===== src/hw/dscp_map_pkg.sv =====
// Constants shared by the DiffServ priority map and its lookup engine
package dscp_map_pkg;

  // ----------------------------------------------------------------
  // Register bus geometry
  // ----------------------------------------------------------------
  localparam int ADDR_W = 12;
  localparam int DATA_W = 32;
  localparam int REG_W = 8;
  localparam int INDEX_W = 10;

  // ----------------------------------------------------------------
  // Register indices; byte address is four times the index
  // ----------------------------------------------------------------
  localparam logic [INDEX_W-1:0] IDX_DIFFSERV_MAP_0C_0F = 10'h063;
  localparam logic [INDEX_W-1:0] IDX_DIFFSERV_MAP_10_13 = 10'h064;
  localparam logic [INDEX_W-1:0] IDX_DIFFSERV_MAP_14_17 = 10'h065;
  localparam logic [INDEX_W-1:0] IDX_DIFFSERV_MAP_18_1B = 10'h066;
  localparam logic [INDEX_W-1:0] IDX_DIFFSERV_MAP_1C_1F = 10'h067;
  localparam logic [INDEX_W-1:0] IDX_DIFFSERV_MAP_20_23 = 10'h068;
  localparam logic [INDEX_W-1:0] IDX_DIFFSERV_MAP_24_27 = 10'h069;
  localparam logic [INDEX_W-1:0] IDX_DIFFSERV_MAP_28_2B = 10'h06A;
  localparam logic [INDEX_W-1:0] IDX_DIFFSERV_MAP_2C_2F = 10'h06B;
  localparam int MAP_REGS = 9;

  // ----------------------------------------------------------------
  // Field layout and reset values
  // ----------------------------------------------------------------
  localparam int PRIO_W = 2;
  localparam int FIELDS_PER_REG = 4;
  localparam int CODE_W = 6;
  localparam int CODE_LSB = 2;
  localparam logic [CODE_W-1:0] FIRST_CODE = 6'h0C;
  localparam logic [CODE_W-1:0] LAST_CODE = 6'h2F;
  localparam logic [REG_W-1:0] MAP_RESET = 8'h00;
  localparam logic [PRIO_W-1:0] PRIO_RESET = 2'h0;
  localparam int TABLE_W = MAP_REGS * REG_W;

endpackage


===== src/hw/lookup_if.sv =====
// Carrier between the register bank and the priority lookup engine
`timescale 1ns/1ps
interface lookup_if;
  logic req_valid;
  logic [7:0] req_tos;
  logic [dscp_map_pkg::TABLE_W-1:0] map_table;
  logic rsp_valid;
  logic [dscp_map_pkg::PRIO_W-1:0] rsp_prio;
  logic rsp_hit;

  modport requester
  (
    output req_valid,
    output req_tos,
    output map_table,
    input rsp_valid,
    input rsp_prio,
    input rsp_hit
  );

  modport engine
  (
    input req_valid,
    input req_tos,
    input map_table,
    output rsp_valid,
    output rsp_prio,
    output rsp_hit
  );
endinterface


===== src/hw/diffserv_priority_map.sv =====
// DiffServ code point to frame priority map with an APB register bank
// Notes on behaviour
// - Frame code point is bits 7 to 2 of the TOS or traffic class byte.
// - Lowest map register gives 0x0C, 0x0D, 0x0E in bits 1-0, 3-2, 5-4.
// - Register 0x64 holds code points 0x10 to 0x13, two bits each, ascending.
// - Register 0x65 holds code points 0x14 to 0x17, ascending from bits 1-0.
// - Register 0x66 holds code points 0x18 to 0x1B, ascending from bits 1-0.
// - Register 0x67 holds code points 0x1C to 0x1F, ascending from bits 1-0.
// - Register 0x68 holds code points 0x20 to 0x23, ascending from bits 1-0.
// - Register 0x69 holds code points 0x24 to 0x27, ascending from bits 1-0.
// - Register 0x6A holds code points 0x28 to 0x2B, ascending from bits 1-0.
// - All fields are read/write and reset to 00, the lowest priority.
// - Register 0x63 bits 7-6 give the priority for code point 0x0F.
// - Register 0x6B holds code points 0x2C to 0x2F, each resetting to 00.
`timescale 1ns/1ps
module diffserv_priority_map
(
  // Clock and reset
  input wire logic pclk,
  input wire logic presetn,
  // APB slave
  input wire logic psel,
  input wire logic penable,
  input wire logic pwrite,
  input wire logic [dscp_map_pkg::ADDR_W-1:0] paddr,
  input wire logic [dscp_map_pkg::DATA_W-1:0] pwdata,
  input wire logic [3:0] pstrb,
  output logic [dscp_map_pkg::DATA_W-1:0] prdata,
  output logic pready,
  output logic pslverr,
  // Frame lookup request, same clock
  input wire logic tos_valid,
  input wire logic [7:0] tos_byte,
  // Priority to egress queue selection
  output logic prio_valid,
  output logic [dscp_map_pkg::PRIO_W-1:0] prio,
  output logic prio_hit
);

  typedef struct packed
  {
    logic [dscp_map_pkg::MAP_REGS-1:0][dscp_map_pkg::REG_W-1:0] map;
    logic [dscp_map_pkg::DATA_W-1:0] rdata;
    logic ready;
    logic slverr;
  } state_type;

  state_type q;
  state_type next_q;
  lookup_if lk();

  // ----------------------------------------------------------------
  // Address decode
  // ----------------------------------------------------------------
  logic [dscp_map_pkg::INDEX_W-1:0] index;
  logic mapped;
  logic [3:0] slot;

  always_comb
  begin
    index = paddr[dscp_map_pkg::ADDR_W-1:2];
    // Index 0x63 is the first map register, 0x6B the last
    mapped = (paddr[1:0] == 2'h0)
      && (index >= dscp_map_pkg::IDX_DIFFSERV_MAP_0C_0F)
      && (index <= dscp_map_pkg::IDX_DIFFSERV_MAP_2C_2F);
    slot = 4'(index - dscp_map_pkg::IDX_DIFFSERV_MAP_0C_0F);
  end

  // ----------------------------------------------------------------
  // Register bank and bus answer
  // ----------------------------------------------------------------
  always_comb
  begin
    next_q = q;
    // Answer one cycle after setup, so every transfer has one access cycle
    next_q.ready = psel && !penable;
    next_q.slverr = psel && !penable && !mapped;
    if (psel && !penable)
    begin
      next_q.rdata = '0;
      if (mapped && !pwrite)
      begin
        // Upper 24 bits read as zero
        next_q.rdata[dscp_map_pkg::REG_W-1:0] = q.map[slot];
      end
    end
    // Write lands at the edge that samples pready high
    if (psel && penable && q.ready && pwrite && mapped && pstrb[0])
    begin
      next_q.map[slot] = pwdata[dscp_map_pkg::REG_W-1:0];
    end
  end

  always_ff @(posedge pclk or negedge presetn)
  begin
    if (!presetn)
    begin
      q.map <= {dscp_map_pkg::MAP_REGS{dscp_map_pkg::MAP_RESET}};
      q.rdata <= '0;
      q.ready <= 1'h0;
      q.slverr <= 1'h0;
    end
    else
    begin
      q <= next_q;
    end
  end

  // ----------------------------------------------------------------
  // Lookup engine
  // ----------------------------------------------------------------
  // Table is presented flat; the engine picks a field by code point offset
  assign lk.map_table = q.map;
  assign lk.req_valid = tos_valid;
  assign lk.req_tos = tos_byte;

  priority_lookup engine
  (
    .pclk(pclk),
    .presetn(presetn),
    .lk(lk)
  );

  assign prdata = q.rdata;
  assign pready = q.ready;
  assign pslverr = q.slverr;
  assign prio_valid = lk.rsp_valid;
  assign prio = lk.rsp_prio;
  assign prio_hit = lk.rsp_hit;

endmodule


===== src/hw/priority_lookup.sv =====
// Registered lookup of a frame priority from the packed DiffServ table
`timescale 1ns/1ps
module priority_lookup
(
  // Clock and reset
  input wire logic pclk,
  input wire logic presetn,
  // Lookup carrier
  lookup_if.engine lk
);

  typedef struct packed
  {
    logic valid;
    logic [dscp_map_pkg::PRIO_W-1:0] prio;
    logic hit;
  } state_type;

  state_type q;
  state_type next_q;

  always_comb
  begin
    logic [dscp_map_pkg::CODE_W-1:0] code;
    logic [dscp_map_pkg::CODE_W-1:0] entry;
    code = '0;
    entry = '0;
    next_q = q;
    next_q.valid = lk.req_valid;
    if (lk.req_valid)
    begin
      // Code point is the upper six bits of the TOS or traffic class byte
      code = lk.req_tos[7:dscp_map_pkg::CODE_LSB];
      if (code >= dscp_map_pkg::FIRST_CODE && code <= dscp_map_pkg::LAST_CODE)
      begin
        // Four fields per byte, lowest code point in bits 1-0
        entry = code - dscp_map_pkg::FIRST_CODE;
        next_q.prio = lk.map_table[entry*dscp_map_pkg::PRIO_W +: dscp_map_pkg::PRIO_W];
        next_q.hit = 1'h1;
      end
      else
      begin
        // Code points outside this bank fall back to the lowest level
        next_q.prio = dscp_map_pkg::PRIO_RESET;
        next_q.hit = 1'h0;
      end
    end
  end

  always_ff @(posedge pclk or negedge presetn)
  begin
    if (!presetn)
    begin
      q <= '0;
    end
    else
    begin
      q <= next_q;
    end
  end

  assign lk.rsp_valid = q.valid;
  assign lk.rsp_prio = q.prio;
  assign lk.rsp_hit = q.hit;

endmodule


===== config.mk =====
export PLATFORM = sky130hd
export DESIGN_NAME = diffserv_priority_map
export DESIGN_NICKNAME = d
export VERILOG_FILES = /design/src/hw/dscp_map_pkg.sv /design/src/hw/lookup_if.sv /design/src/hw/diffserv_priority_map.sv /design/src/hw/priority_lookup.sv
export SDC_FILE = /design/constraint.sdc
export NUM_CORES = 1
export LEC_CHECK = 0
export ABC_AREA = 1
export BUFFER_PORTS_ARGS = -buffer_cell sky130_fd_sc_hd__buf_2
export CORE_ASPECT_RATIO = 1.25
export CORE_MARGIN = 3
export CORE_UTILIZATION = 60
export CTS_BUF_LIST = sky130_fd_sc_hd__clkbuf_4 sky130_fd_sc_hd__clkbuf_8 sky130_fd_sc_hd__clkbuf_16
export DETAILED_ROUTE_END_ITERATION = 8
export PLACE_DENSITY = 0.92
export SLEW_MARGIN = 20
export SYNTH_ARGS = -nofsm -noshare
export SYNTH_HDL_FRONTEND = slang
export SYNTH_SLANG_ARGS = --single-unit

===== constraint.sdc =====
create_clock -name pclk -period 3.2 [get_ports pclk]
set_input_delay 0.16 -clock pclk [delete_from_list [all_inputs] [get_ports pclk]]
set_output_delay 0.16 -clock pclk [all_outputs]
set_load 0.05 [all_outputs]

==> results of run 1 <==
-- synth_stat cells --
library cell  count
inv_1            35
o221ai_1          5
buf_6             9
buf_4            25
inv_4             1
o22ai_1           8
nor3_2            1
nor2_1           27
inv_2             3
o21ai_2          15
o21ai_1          57
nand2_1         214
dfrtp_1          86
conb_1            1
nor2_4            4
buf_2             5
nand4_1           4
xor2_2            1
inv_6             1
nand3_1          56
ha_1              6
nand2_4          10
clkinv_1          4
a21oi_1          24
o21ai_0          26
a32oi_1           1
xor2_1            1
a22oi_1           7
nor2_8            1
nand3_4           1
nand3b_4          1
o211ai_1          2
o21bai_4          1
xnor2_1           1
clkbuf_1         14
-- layer usage --
metal | track usage, % | vias up
met2 | 45.8 | 321
met1 | 37.4 | 2186
met4 | 18.3 | 0
li1 | - | 2182
met3 | 5.74 | 53
met5 | 0 | -
-- cells by family after synthesis --
logic type / synth area share [%]
adders and majority gates: 1.47
other: 0.0736
buffers and inverters: 10.6
xor gates and xnor gates: 0.663
DFF: 42.2
and+or+nand+nor: 28.2
AOI/OAI and AO/OA: 16.8
-- tightest hold or removal path, stage by stage --
cell and delay [ns]:
buf_2 0.11, inv_1 0.05, nor2_1 0.05
-- cell type report --
cell class                 count  area (um^2)
clock buffer                  14          186
clock inverter                 2         37.5
multi-input combinational    498         2490
sequential                    86         2150
inverter                      44          173
timing repair buffer          54          304
tap                           95          119
fill                         634         2560
-- per-stage QoR --
stage	hold WS [ns]	instance area, um^2	total power [mW]	utilization, %	instances
global route	0.0569	5460	2.41	68.1	793
CTS	0.00540	5450	2.32	67.9	792
floorplan	-0.136	5180	1.40	-	681
finish	0.0268	5460	2.33	68.1	793
detailed placement	0.285	5200	1.49	64.9	774
global placement	0.281	5200	1.49	64.9	774
-- cells in the final DEF, fill, tap and decap left out, types with 24 or more instances in the layout --
cell type / synthesis / layout
o21ai_1: 57 / 57
buf_2: 5 / 45
o21ai_0: 26 / 26
conb_1: 1 / 24
a21oi_1: 24 / 24
dfrtp_1: 86 / 86
nand2_1: 214 / 214
inv_1: 35 / 35
nor2_1: 27 / 27
nand3_1: 56 / 56
-- repair_timing --
| item | CTS | global route |
|---|---|---|
| hold buffers | 2 | 1 |
| resized for setup | 0 | 0 |
| endpoints found under the hold margin | 2 | 86 |
-- registers in the layout (all words and copies together), names as in the netlist --
| signal | cells |
|---|---|
| lk.map_table | 72 |
| prdata | 8 |
| engine.lk.rsp_prio | 2 |
| engine.lk.rsp_hit | 1 |
| engine.lk.rsp_valid | 1 |
| pready | 1 |
| pslverr | 1 |
-- power by group --
part | switching [mW] | total (mW) | internal [mW] | leakage [nW]
Combinational | 0.308 | 0.392 | 0.0847 | 1.43
Clock | 0.390 | 0.845 | 0.455 | 0.112
Sequential | 0.00301 | 1.09 | 1.09 | 1.19
-- final timing paths --
check	to	slack, ns	cells past startpoint
max reg2reg	lk.map_table[70]$_DFFE_PN0P_	1.73	6
min in group asynchronous	lk.map_table[46]$_DFFE_PN0P_	0.41	2
min reg2reg	engine.lk.rsp_prio[0]$_DFFE_PN0P_	0.48	2
max	prdata[0]$_DFFE_PN0P_	1.04	9
min	pready$_DFF_PN0_	0.03	3
max in group asynchronous	lk.map_table[7]$_DFFE_PN0P_	2.27	2
==> flow_summary_export.csv, run 1 <==
group,metric,value,unit
status,outcome,"completed",
yosys,yosys-top-cells-area,"dfrtp_1, nand2_1, o21ai_1, nand3_1, buf_4",
timing,tns,0,ns
job,cap_violations,0,
floorplanning,dieHeight,109,um
drt,ant_nets,0,
drt,drc,0,
timing,max-slew-margin-rel,48.9,%
clock_tree,clk_transition_reported_paths,0.09,ns
clock_tree,cts_max_level,3,
clock_tree,clkSinkCount,86,
drt,drt-met1-wl,4950,um
clock_tree,cts_tree,"done",
yosys,yosysSeqAreaShare,42.2,%
timing,worstMarginPinSlew,0.766,ns
setup_path,crit_fanout,19,
placed_design,dpl.hpwl,8920,um
yosys,yosysWarnings,0,
finish,nets,761,
floorplanning,start_util,63.5,%
timing,post-route-period-util,67.4,%
setup_path,slowest_delay,0.56,ns
clock_tree,clockRootBuffer,"clkbuf_8",
grt,track_usage,29.4,%
placed_design,dp_slack,0.806,ns
drt,top_layer,"met4",
setup_path,cp_slowest_cell,"clkinv_1",
clock_tree,insertion_delay,0.37,ns
drt,wire_per_inst,17.0,um
yosys,syn_area,5090,um^2
yosys,syn_area_per_cell,7.74,um^2
drt,route.met2.wl,6370,um
floorplanning,core,8020,um^2
setup_path,worstPathArrival,2.41,ns
grt,grt_pass1_wl,21400,um
finish,drive_above_1_share,15.3,%
grt,grt_pass1_vias,4336,
drt,dr_wl_met3,1470,um
drt,vias_per_cell,5.98,
timing,clock.fmax,0.463,GHz
timing,finalSetupViolCount,0,
placed_design,place_congestion,0.931,
clock_tree,clockBufferDepth,2,
clock_tree,cts_buffers,9,
grt,grt_overflow,0,
yosys,synth_area_leader_cell,"dfrtp_1",
yosys,synth_seq_cells,86,
pwr,powerDensity,427,nW/um^2
drt,firstDrtPassIters,5,
setup_path,crit_chain,"buf_2, inv_1, ha_1, buf_4, clkinv_1, a21oi_1, a22oi_1, o221ai_1, nand2_1",
timing,period_minus_slack,2.16,ns
setup_path,crit_type,"input port to register",
floorplanning,die_w,88.4,um
finish,diodes,0,
setup_path,worstSetupStartpointType,"input port",
yosys,yosysTopAreaCellShare,42.2,%
setup_path,regToRegStartpoint,"pready$_DFF_PN0_",
finish,area_growth,7.20,%
setup_path,end_kind,"register",
grt,grt_max_degree,87,
setup_path,path_buf_inv,4,
yosys,ys_types,35,
floorplanning,ios,100,
setup_path,required,3.45,ns
placed_design,io_buffers,46,
pwr,leakagePower,2.74,nW
floorplanning,dieArea,9640,um^2
yosys,synthCells,658,
pwr,ir_drop,0.213,mV
clock_tree,post_cts_buffers,0,
timing,rsz0062_at_grt,"false",
grt,antenna_found_initial,0,
drt,wirelength,13500,um
floorplanning,rows,36,
setup_path,crit_family,"buffers and inverters",
drt,vias,4742,
timing,fin_skew,0.00703,ns
timing,hold_viol,0,
timing,slew_viol_final,0,
drt,drt_iter0_drc,559,
hold_path,holdCritStartpoint,"psel",
setup_path,startpoint,"paddr[3]",
timing,finalWorstSetupSlack,1.04,ns
hold_path,min_path_type,"input port to register",
No activity file was read; power rests on OpenSTA's default activity.
==> run 2: changes to the inputs <==
--- a/config.mk
+++ b/config.mk
@@ -9,10 +9,10 @@
 export BUFFER_PORTS_ARGS = -buffer_cell sky130_fd_sc_hd__buf_2
 export CORE_ASPECT_RATIO = 1.25
 export CORE_MARGIN = 3
-export CORE_UTILIZATION = 60
+export CORE_UTILIZATION = 50
 export CTS_BUF_LIST = sky130_fd_sc_hd__clkbuf_4 sky130_fd_sc_hd__clkbuf_8 sky130_fd_sc_hd__clkbuf_16
 export DETAILED_ROUTE_END_ITERATION = 8
-export PLACE_DENSITY = 0.92
+export PLACE_DENSITY = 0.82
 export SLEW_MARGIN = 20
 export SYNTH_ARGS = -nofsm -noshare
 export SYNTH_HDL_FRONTEND = slang
==> constraint.sdc (replaced) <==
create_clock -name pclk -period 1.85 [get_ports pclk]
set_input_delay 0.0925 -clock pclk [delete_from_list [all_inputs] [get_ports pclk]]
set_output_delay 0.0925 -clock pclk [all_outputs]
set_load 0.05 [all_outputs]
==> run 2 against run 1 <==
Against the previous run:
- critical path depth is the same
- die area increased by 19%
- global-route usage is 4.4 points lower
- sequential share of layout area shrank 1.6 points
- non-clock buffer count increased by 13
- flip-flop and latch count did not move
- final cell count up 5.4%
- power grew 86%
- combinational power up 82%
- sequential power rose by 74%
- wire length increased by 1.8%
==> flow_summary_export.csv, run 2 (synthesized netlist as in run 1, its figures left out) <==
group,metric,value,unit
status,outcome,"completed",
grt,track_usage,25.0,%
setup_path,crit_fanout,7,
finish,area_growth,11.7,%
setup_path,worstReg2RegEnd,"lk.map_table[68]$_DFFE_PN0P_",
floorplanning,dieHeight,119,um
placed_design,dpl.hpwl,9420,um
timing,fin_skew,0.00687,ns
grt,top_usage_layer,"met2",
setup_path,regToRegStartpoint,"pready$_DFF_PN0_",
placed_design,io_buffers,46,
grt,grt_max_degree,40,
grt,grt_use_met3,3.28,%
placed_design,place_congestion,0.909,
setup_path,worstPathArrival,1.77,ns
timing,max-slew-margin-rel,63.1,%
drt,drc,0,
setup_path,crit_type,"input port to register",
drt,ant_nets,0,
clock_tree,clk_transition_reported_paths,0.06,ns
floorplanning,die_w,96.3,um
clock_tree,cts-resized-gates,0,
clock_tree,clockBufferDepth,2,
placed_design,dp_slack,0.123,ns
hold_path,min_path_type,"input port to register",
grt,grt_pass1_wl,22100,um
clock_tree,cts_tree,"done",
timing,post-route-period-util,80.5,%
grt,antenna_found_initial,0,
finish,multi_input_area,2490,um^2
finish,largest_register_ffs,72,
grt,met2_usage,39.7,%
pwr,powerDensity,762,nW/um^2
finish,final_cell_mix,"nand2_1, dfrtp_1, o21ai_1, nand3_1, buf_2",
finish,diodes,0,
timing,worstMarginPinSlew,0.552,ns
setup_path,startpoint,"penable",
setup_path,crit_end,"prdata[3]$_DFFE_PN0P_",
timing,hold_viol,0,
timing,rsz0062_at_grt,"false",
floorplanning,dieArea,11400,um^2
clock_tree,clkSinkCount,86,
drt,vias_per_cell,5.70,
floorplanning,ios,100,
drt,wire_per_inst,16.4,um
drt,wirelength,13700,um
grt,grt_pass1_vias,4477,
timing,period_minus_slack,1.49,ns
clock_tree,clockRootBuffer,"clkbuf_16",
floorplanning,start_util,52.2,%
drt,drt_iter0_drc,588,
grt,grt_overflow,0,
finish,final_common_cell,"nand2_1",
timing,finalWorstSetupSlack,0.361,ns
setup_path,end_kind,"register",
timing,slew_viol_final,0,
finish,layout.filler_cells,843,
drt,firstDrtPassIters,7,
clock_tree,cts_buffers,9,
floorplanning,core,9760,um^2
timing,hold_ws,0.0586,ns
pwr,leakagePower,2.84,nW
clock_tree,insertion_delay,0.35,ns
pwr,ir_drop,0.371,mV
job,cap_violations,0,
finish,nets,774,
finish,drive_above_1_share,16.6,%
timing,tns,0,ns
setup_path,r2r_slack,0.43,ns
grt,use_met1,32.6,%
clock_tree,cts_max_level,3,
setup_path,rr_worst_depth,6,
timing,clock.fmax,0.672,GHz
setup_path,worstSetupStartpointType,"input port",
timing,finalSetupViolCount,0,
setup_path,required,2.13,ns
drt,vias,4766,
finish,seq_area,2150,um^2
floorplanning,rows,40,
run 2: cell count changes in the layout (fill, tap and decap cells not counted), moves of 2 or more:
cell       delta
clkbuf_4      +2
clkbuf_16     +9
buf_12        +3
buf_4        +10
clkbuf_8     -11
run 2: cell type report:
cell class | count | area share (%)
sequential | 86 | 37.8
tap | 126 | 2.77
clock inverter | 1 | 0.0880
clock buffer | 14 | 4.84
timing repair buffer | 67 | 7.70
multi-input combinational | 498 | 43.8
inverter | 44 | 3.03
run 2: layer usage:
| layer | part of all wire (%) | wire length [um] |
|---|---|---|
| met2 | 47 | 6500 |
| met4 | 4.1 | 567 |
| met5 | 0 | 0 |
| met3 | 9.5 | 1300 |
| met1 | 39 | 5330 |
run 2: worst max-delay path, stage by stage:
cell	delay [ns]
dlygate4sd3_1	0.53
buf_2	0.14
nor2_1	0.15
clkinv_1	0.11
nor2_1	0.13
nand2_1	0.20
a21oi_1	0.17
o221ai_1	0.15
nand2_1	0.09
run 2: per-stage QoR:
stage	instance area (um^2)	instances	total power, mW	utilization, %
final	5690	836	4.33	58.3
after global routing	5690	836	4.47	58.3
after CTS	5690	836	4.33	58.3
after detailed placement	5370	817	2.62	55.0
after global placement	5370	817	2.61	55.0
after floorplan	5180	681	2.43	-
run 2: repair_timing:
item,in CTS,in global routing
setup buffers,0,0
hold buffers,4,0
endpoints found under the hold margin,39,0
run 2: worst min-delay path by stage:
stage	startpoint	slack [ns]	depth (start not counted)	endpoint
finish	pwrite	0.06	4	prdata[6]$_DFFE_PN0P_
floorplan	presetn	-0.20	0	engine.lk.rsp_hit$_DFFE_PN0P_
detailed placement	presetn	0.11	1	engine.lk.rsp_prio[0]$_DFFE_PN0P_
CTS	pwrite	0.05	4	prdata[6]$_DFFE_PN0P_
global route	pwrite	0.1	4	prdata[6]$_DFFE_PN0P_
global placement	presetn	0.10	1	engine.lk.rsp_valid$_DFF_PN0_
run 2: power by group:
group	switching [mW]	leakage, nW	internal (mW)	total (mW)
clock network	0.705	0.143	1.02	1.72
registers	0.00447	1.19	1.89	1.90
logic	0.534	1.50	0.179	0.714
==> run 3: changes to the inputs <==
--- a/config.mk
+++ b/config.mk
@@ -9,10 +9,10 @@
 export BUFFER_PORTS_ARGS = -buffer_cell sky130_fd_sc_hd__buf_2
 export CORE_ASPECT_RATIO = 1.25
 export CORE_MARGIN = 3
-export CORE_UTILIZATION = 50
+export CORE_UTILIZATION = 56
 export CTS_BUF_LIST = sky130_fd_sc_hd__clkbuf_4 sky130_fd_sc_hd__clkbuf_8 sky130_fd_sc_hd__clkbuf_16
 export DETAILED_ROUTE_END_ITERATION = 8
-export PLACE_DENSITY = 0.82
+export PLACE_DENSITY = 0.87
 export SLEW_MARGIN = 20
 export SYNTH_ARGS = -nofsm -noshare
 export SYNTH_HDL_FRONTEND = slang
==> constraint.sdc (replaced) <==
create_clock -name pclk -period 1.4 [get_ports pclk]
set_input_delay 0.07 -clock pclk [delete_from_list [all_inputs] [get_ports pclk]]
set_output_delay 0.07 -clock pclk [all_outputs]
set_load 0.05 [all_outputs]
==> run 3 against run 2 <==
Against the previous run:
- utilization grew 11 points
- the flow now finishes with violations (setup timing)
- final cell count rose by 2.0%
- clock power up 12%
- register-to-register slack got worse by 0.48 ns
- first-iteration DRC count up 25%
- non-clock buffer count grew 19
==> flow_summary_export.csv, run 3 (synthesized netlist as in run 1, its figures left out) <==
group,metric,value,unit
setup_path,crit_fanout,8,
floorplanning,core,8750,um^2
setup_path,slowest_delay,0.36,ns
floorplanning,dieArea,10300,um^2
clock_tree,clkSinkCount,86,
drt,drc,0,
finish,nets,797,
drt,firstDrtPassIters,6,
pwr,ir_drop,0.482,mV
finish,final_cell_mix,"nand2_1, dfrtp_1, nand3_1, o21ai_1, buf_2",
placed_design,io_buffers,46,
timing,hold_viol,0,
timing,finalWorstSetupSlack,-0.0540,ns
timing,post-route-period-util,104,%
floorplanning,dieHeight,113,um
finish,largest_register_ffs,72,
timing,max-slew-margin-rel,62.0,%
floorplanning,rows,38,
drt,drt_iter0_drc,734,
timing,finalSetupViolCount,30,
finish,final_core_utilization,68.9,%
clock_tree,insertion_delay,0.37,ns
finish,diodes,0,
pwr,powerDensity,912,nW/um^2
setup_path,crit_family,"simple AND/OR/NAND/NOR gates",
grt,track_usage,29.3,%
hold_path,min_path_type,"input port to register",
timing,rsz0062_at_grt,"true",
placed_design,dp.cells,826,
timing,fin_skew,0.0107,ns
drt,ant_nets,0,
grt,antenna_found_initial,0,
job,cap_violations,0,
drt,wire_per_inst,18.1,um
drt,wirelength,15500,um
clock_tree,clockRootBuffer,"clkbuf_8",
setup_path,crit_chain,"nand4_1, nand3b_4, nor2_8, buf_6, nand2_8, nand2_2, o21ai_1",
status,violations,"setup timing",
setup_path,cp_slowest_cell,"dfrtp_2",
floorplanning,die_w,91.3,um
clock_tree,cts_max_level,3,
drt,vias,5131,
clock_tree,cts_buffers,9,
timing,hold_ws,0.143,ns
grt,grt_pass1_vias,4578,
grt,grt_pass1_wl,23400,um
clock_tree,clk_transition_reported_paths,0.09,ns
placed_design,place_congestion,0.938,
status,outcome,"finished, violations left",
setup_path,path_buf_inv,1,
finish,drive_above_1_share,24.6,%
timing,worstMarginPinSlew,0.569,ns
finish,area_growth,18.3,%
setup_path,required,1.65,ns
setup_path,end_kind,"register",
finish,finalNonFillerCells,853,
pwr,leakagePower,2.96,nW
setup_path,worstSetupStartpointType,"register",
grt,grt_max_degree,40,
grt,grt_overflow,0,
clock_tree,clockBufferDepth,2,
placed_design,dpl.hpwl,10300,um
setup_path,worstPathArrival,1.70,ns
drt,vias_per_cell,6.02,
clock_tree,cts_tree,"done",
timing,slew_viol_final,0,
timing,clock.fmax,0.688,GHz
timing,period_minus_slack,1.45,ns
finish,final_common_cell,"nand2_1",
placed_design,place_area,5540,um^2
finish,design_area,6030,um^2
floorplanning,start_util,58.2,%
floorplanning,ios,100,
setup_path,crit_type,"register to register",
## run 3: worst paths after layout
| check | start | end | slack [ns] | cells after the start |
|---|---|---|---|---|
| max in group asynchronous | presetn | lk.map_table[47]$_DFFE_PN0P_ | 0.64 | 3 |
| worst min register to register | prdata[5]$_DFFE_PN0P_ | prdata[5]$_DFFE_PN0P_ | 0.48 | 2 |
| worst max-delay path | pready$_DFF_PN0_ | lk.map_table[1]$_DFFE_PN0P_ | -0.05 | 7 |
| min in group asynchronous | presetn | lk.map_table[49]$_DFFE_PN0P_ | 0.15 | 2 |
| worst max register to register | pready$_DFF_PN0_ | lk.map_table[1]$_DFFE_PN0P_ | -0.05 | 7 |
| worst min-delay path | penable | prdata[6]$_DFFE_PN0P_ | 0.14 | 6 |
## run 3: per-layer routing
metal  share of wire, %  global-route usage (%)
met1                 36                    37.1
met2                 46                    47.5
met3                 11                    6.57
met4                7.0                    14.2
met5                  0                       0
## run 3: power by group
part / internal [mW] / leakage [nW] / switching (mW)
Combinational: 0.287 / 1.66 / 0.788
Sequential: 2.50 / 1.19 / 0.00654
Clock: 1.03 / 0.106 / 0.889
## run 3: worst min-delay path: cells and delay by family
family	cells	cell delay [ns]
buffers and inverters	2	0.17
and+or+nand+nor	4	0.24
## run 3: area by class of cell
| type | count | area, um^2 |
|---|---|---|
| multi-input combinational | 502 | 2710 |
| fill | 669 | 2720 |
| sequential | 86 | 2150 |
| inverter | 44 | 185 |
| clock buffer | 11 | 139 |
| tap | 120 | 150 |
| timing repair buffer | 86 | 617 |
| clock inverter | 4 | 72.6 |
## run 3: stage by stage
step                      total power [mW]  worst slack [ns]  TNS (ns)
after floorplan                       3.24            -0.125     -2.65
after global placement                3.53            -0.199    -13.00
after detailed placement              3.55            -0.287    -17.72
after CTS                             5.44           -0.0317   -0.0908
after global routing                  5.69            -0.132     -5.25
final                                 5.50           -0.0540    -0.846
## run 3: timing repair
action / in CTS / in global routing
pin swaps: 0 / 13
hold buffers: 4 / 0
cloned: 0 / 4
resized for setup: 2 / 39
hold endpoints to repair: 70 / 0
setup endpoints to repair: 9 / 72
setup buffers: 0 / 4
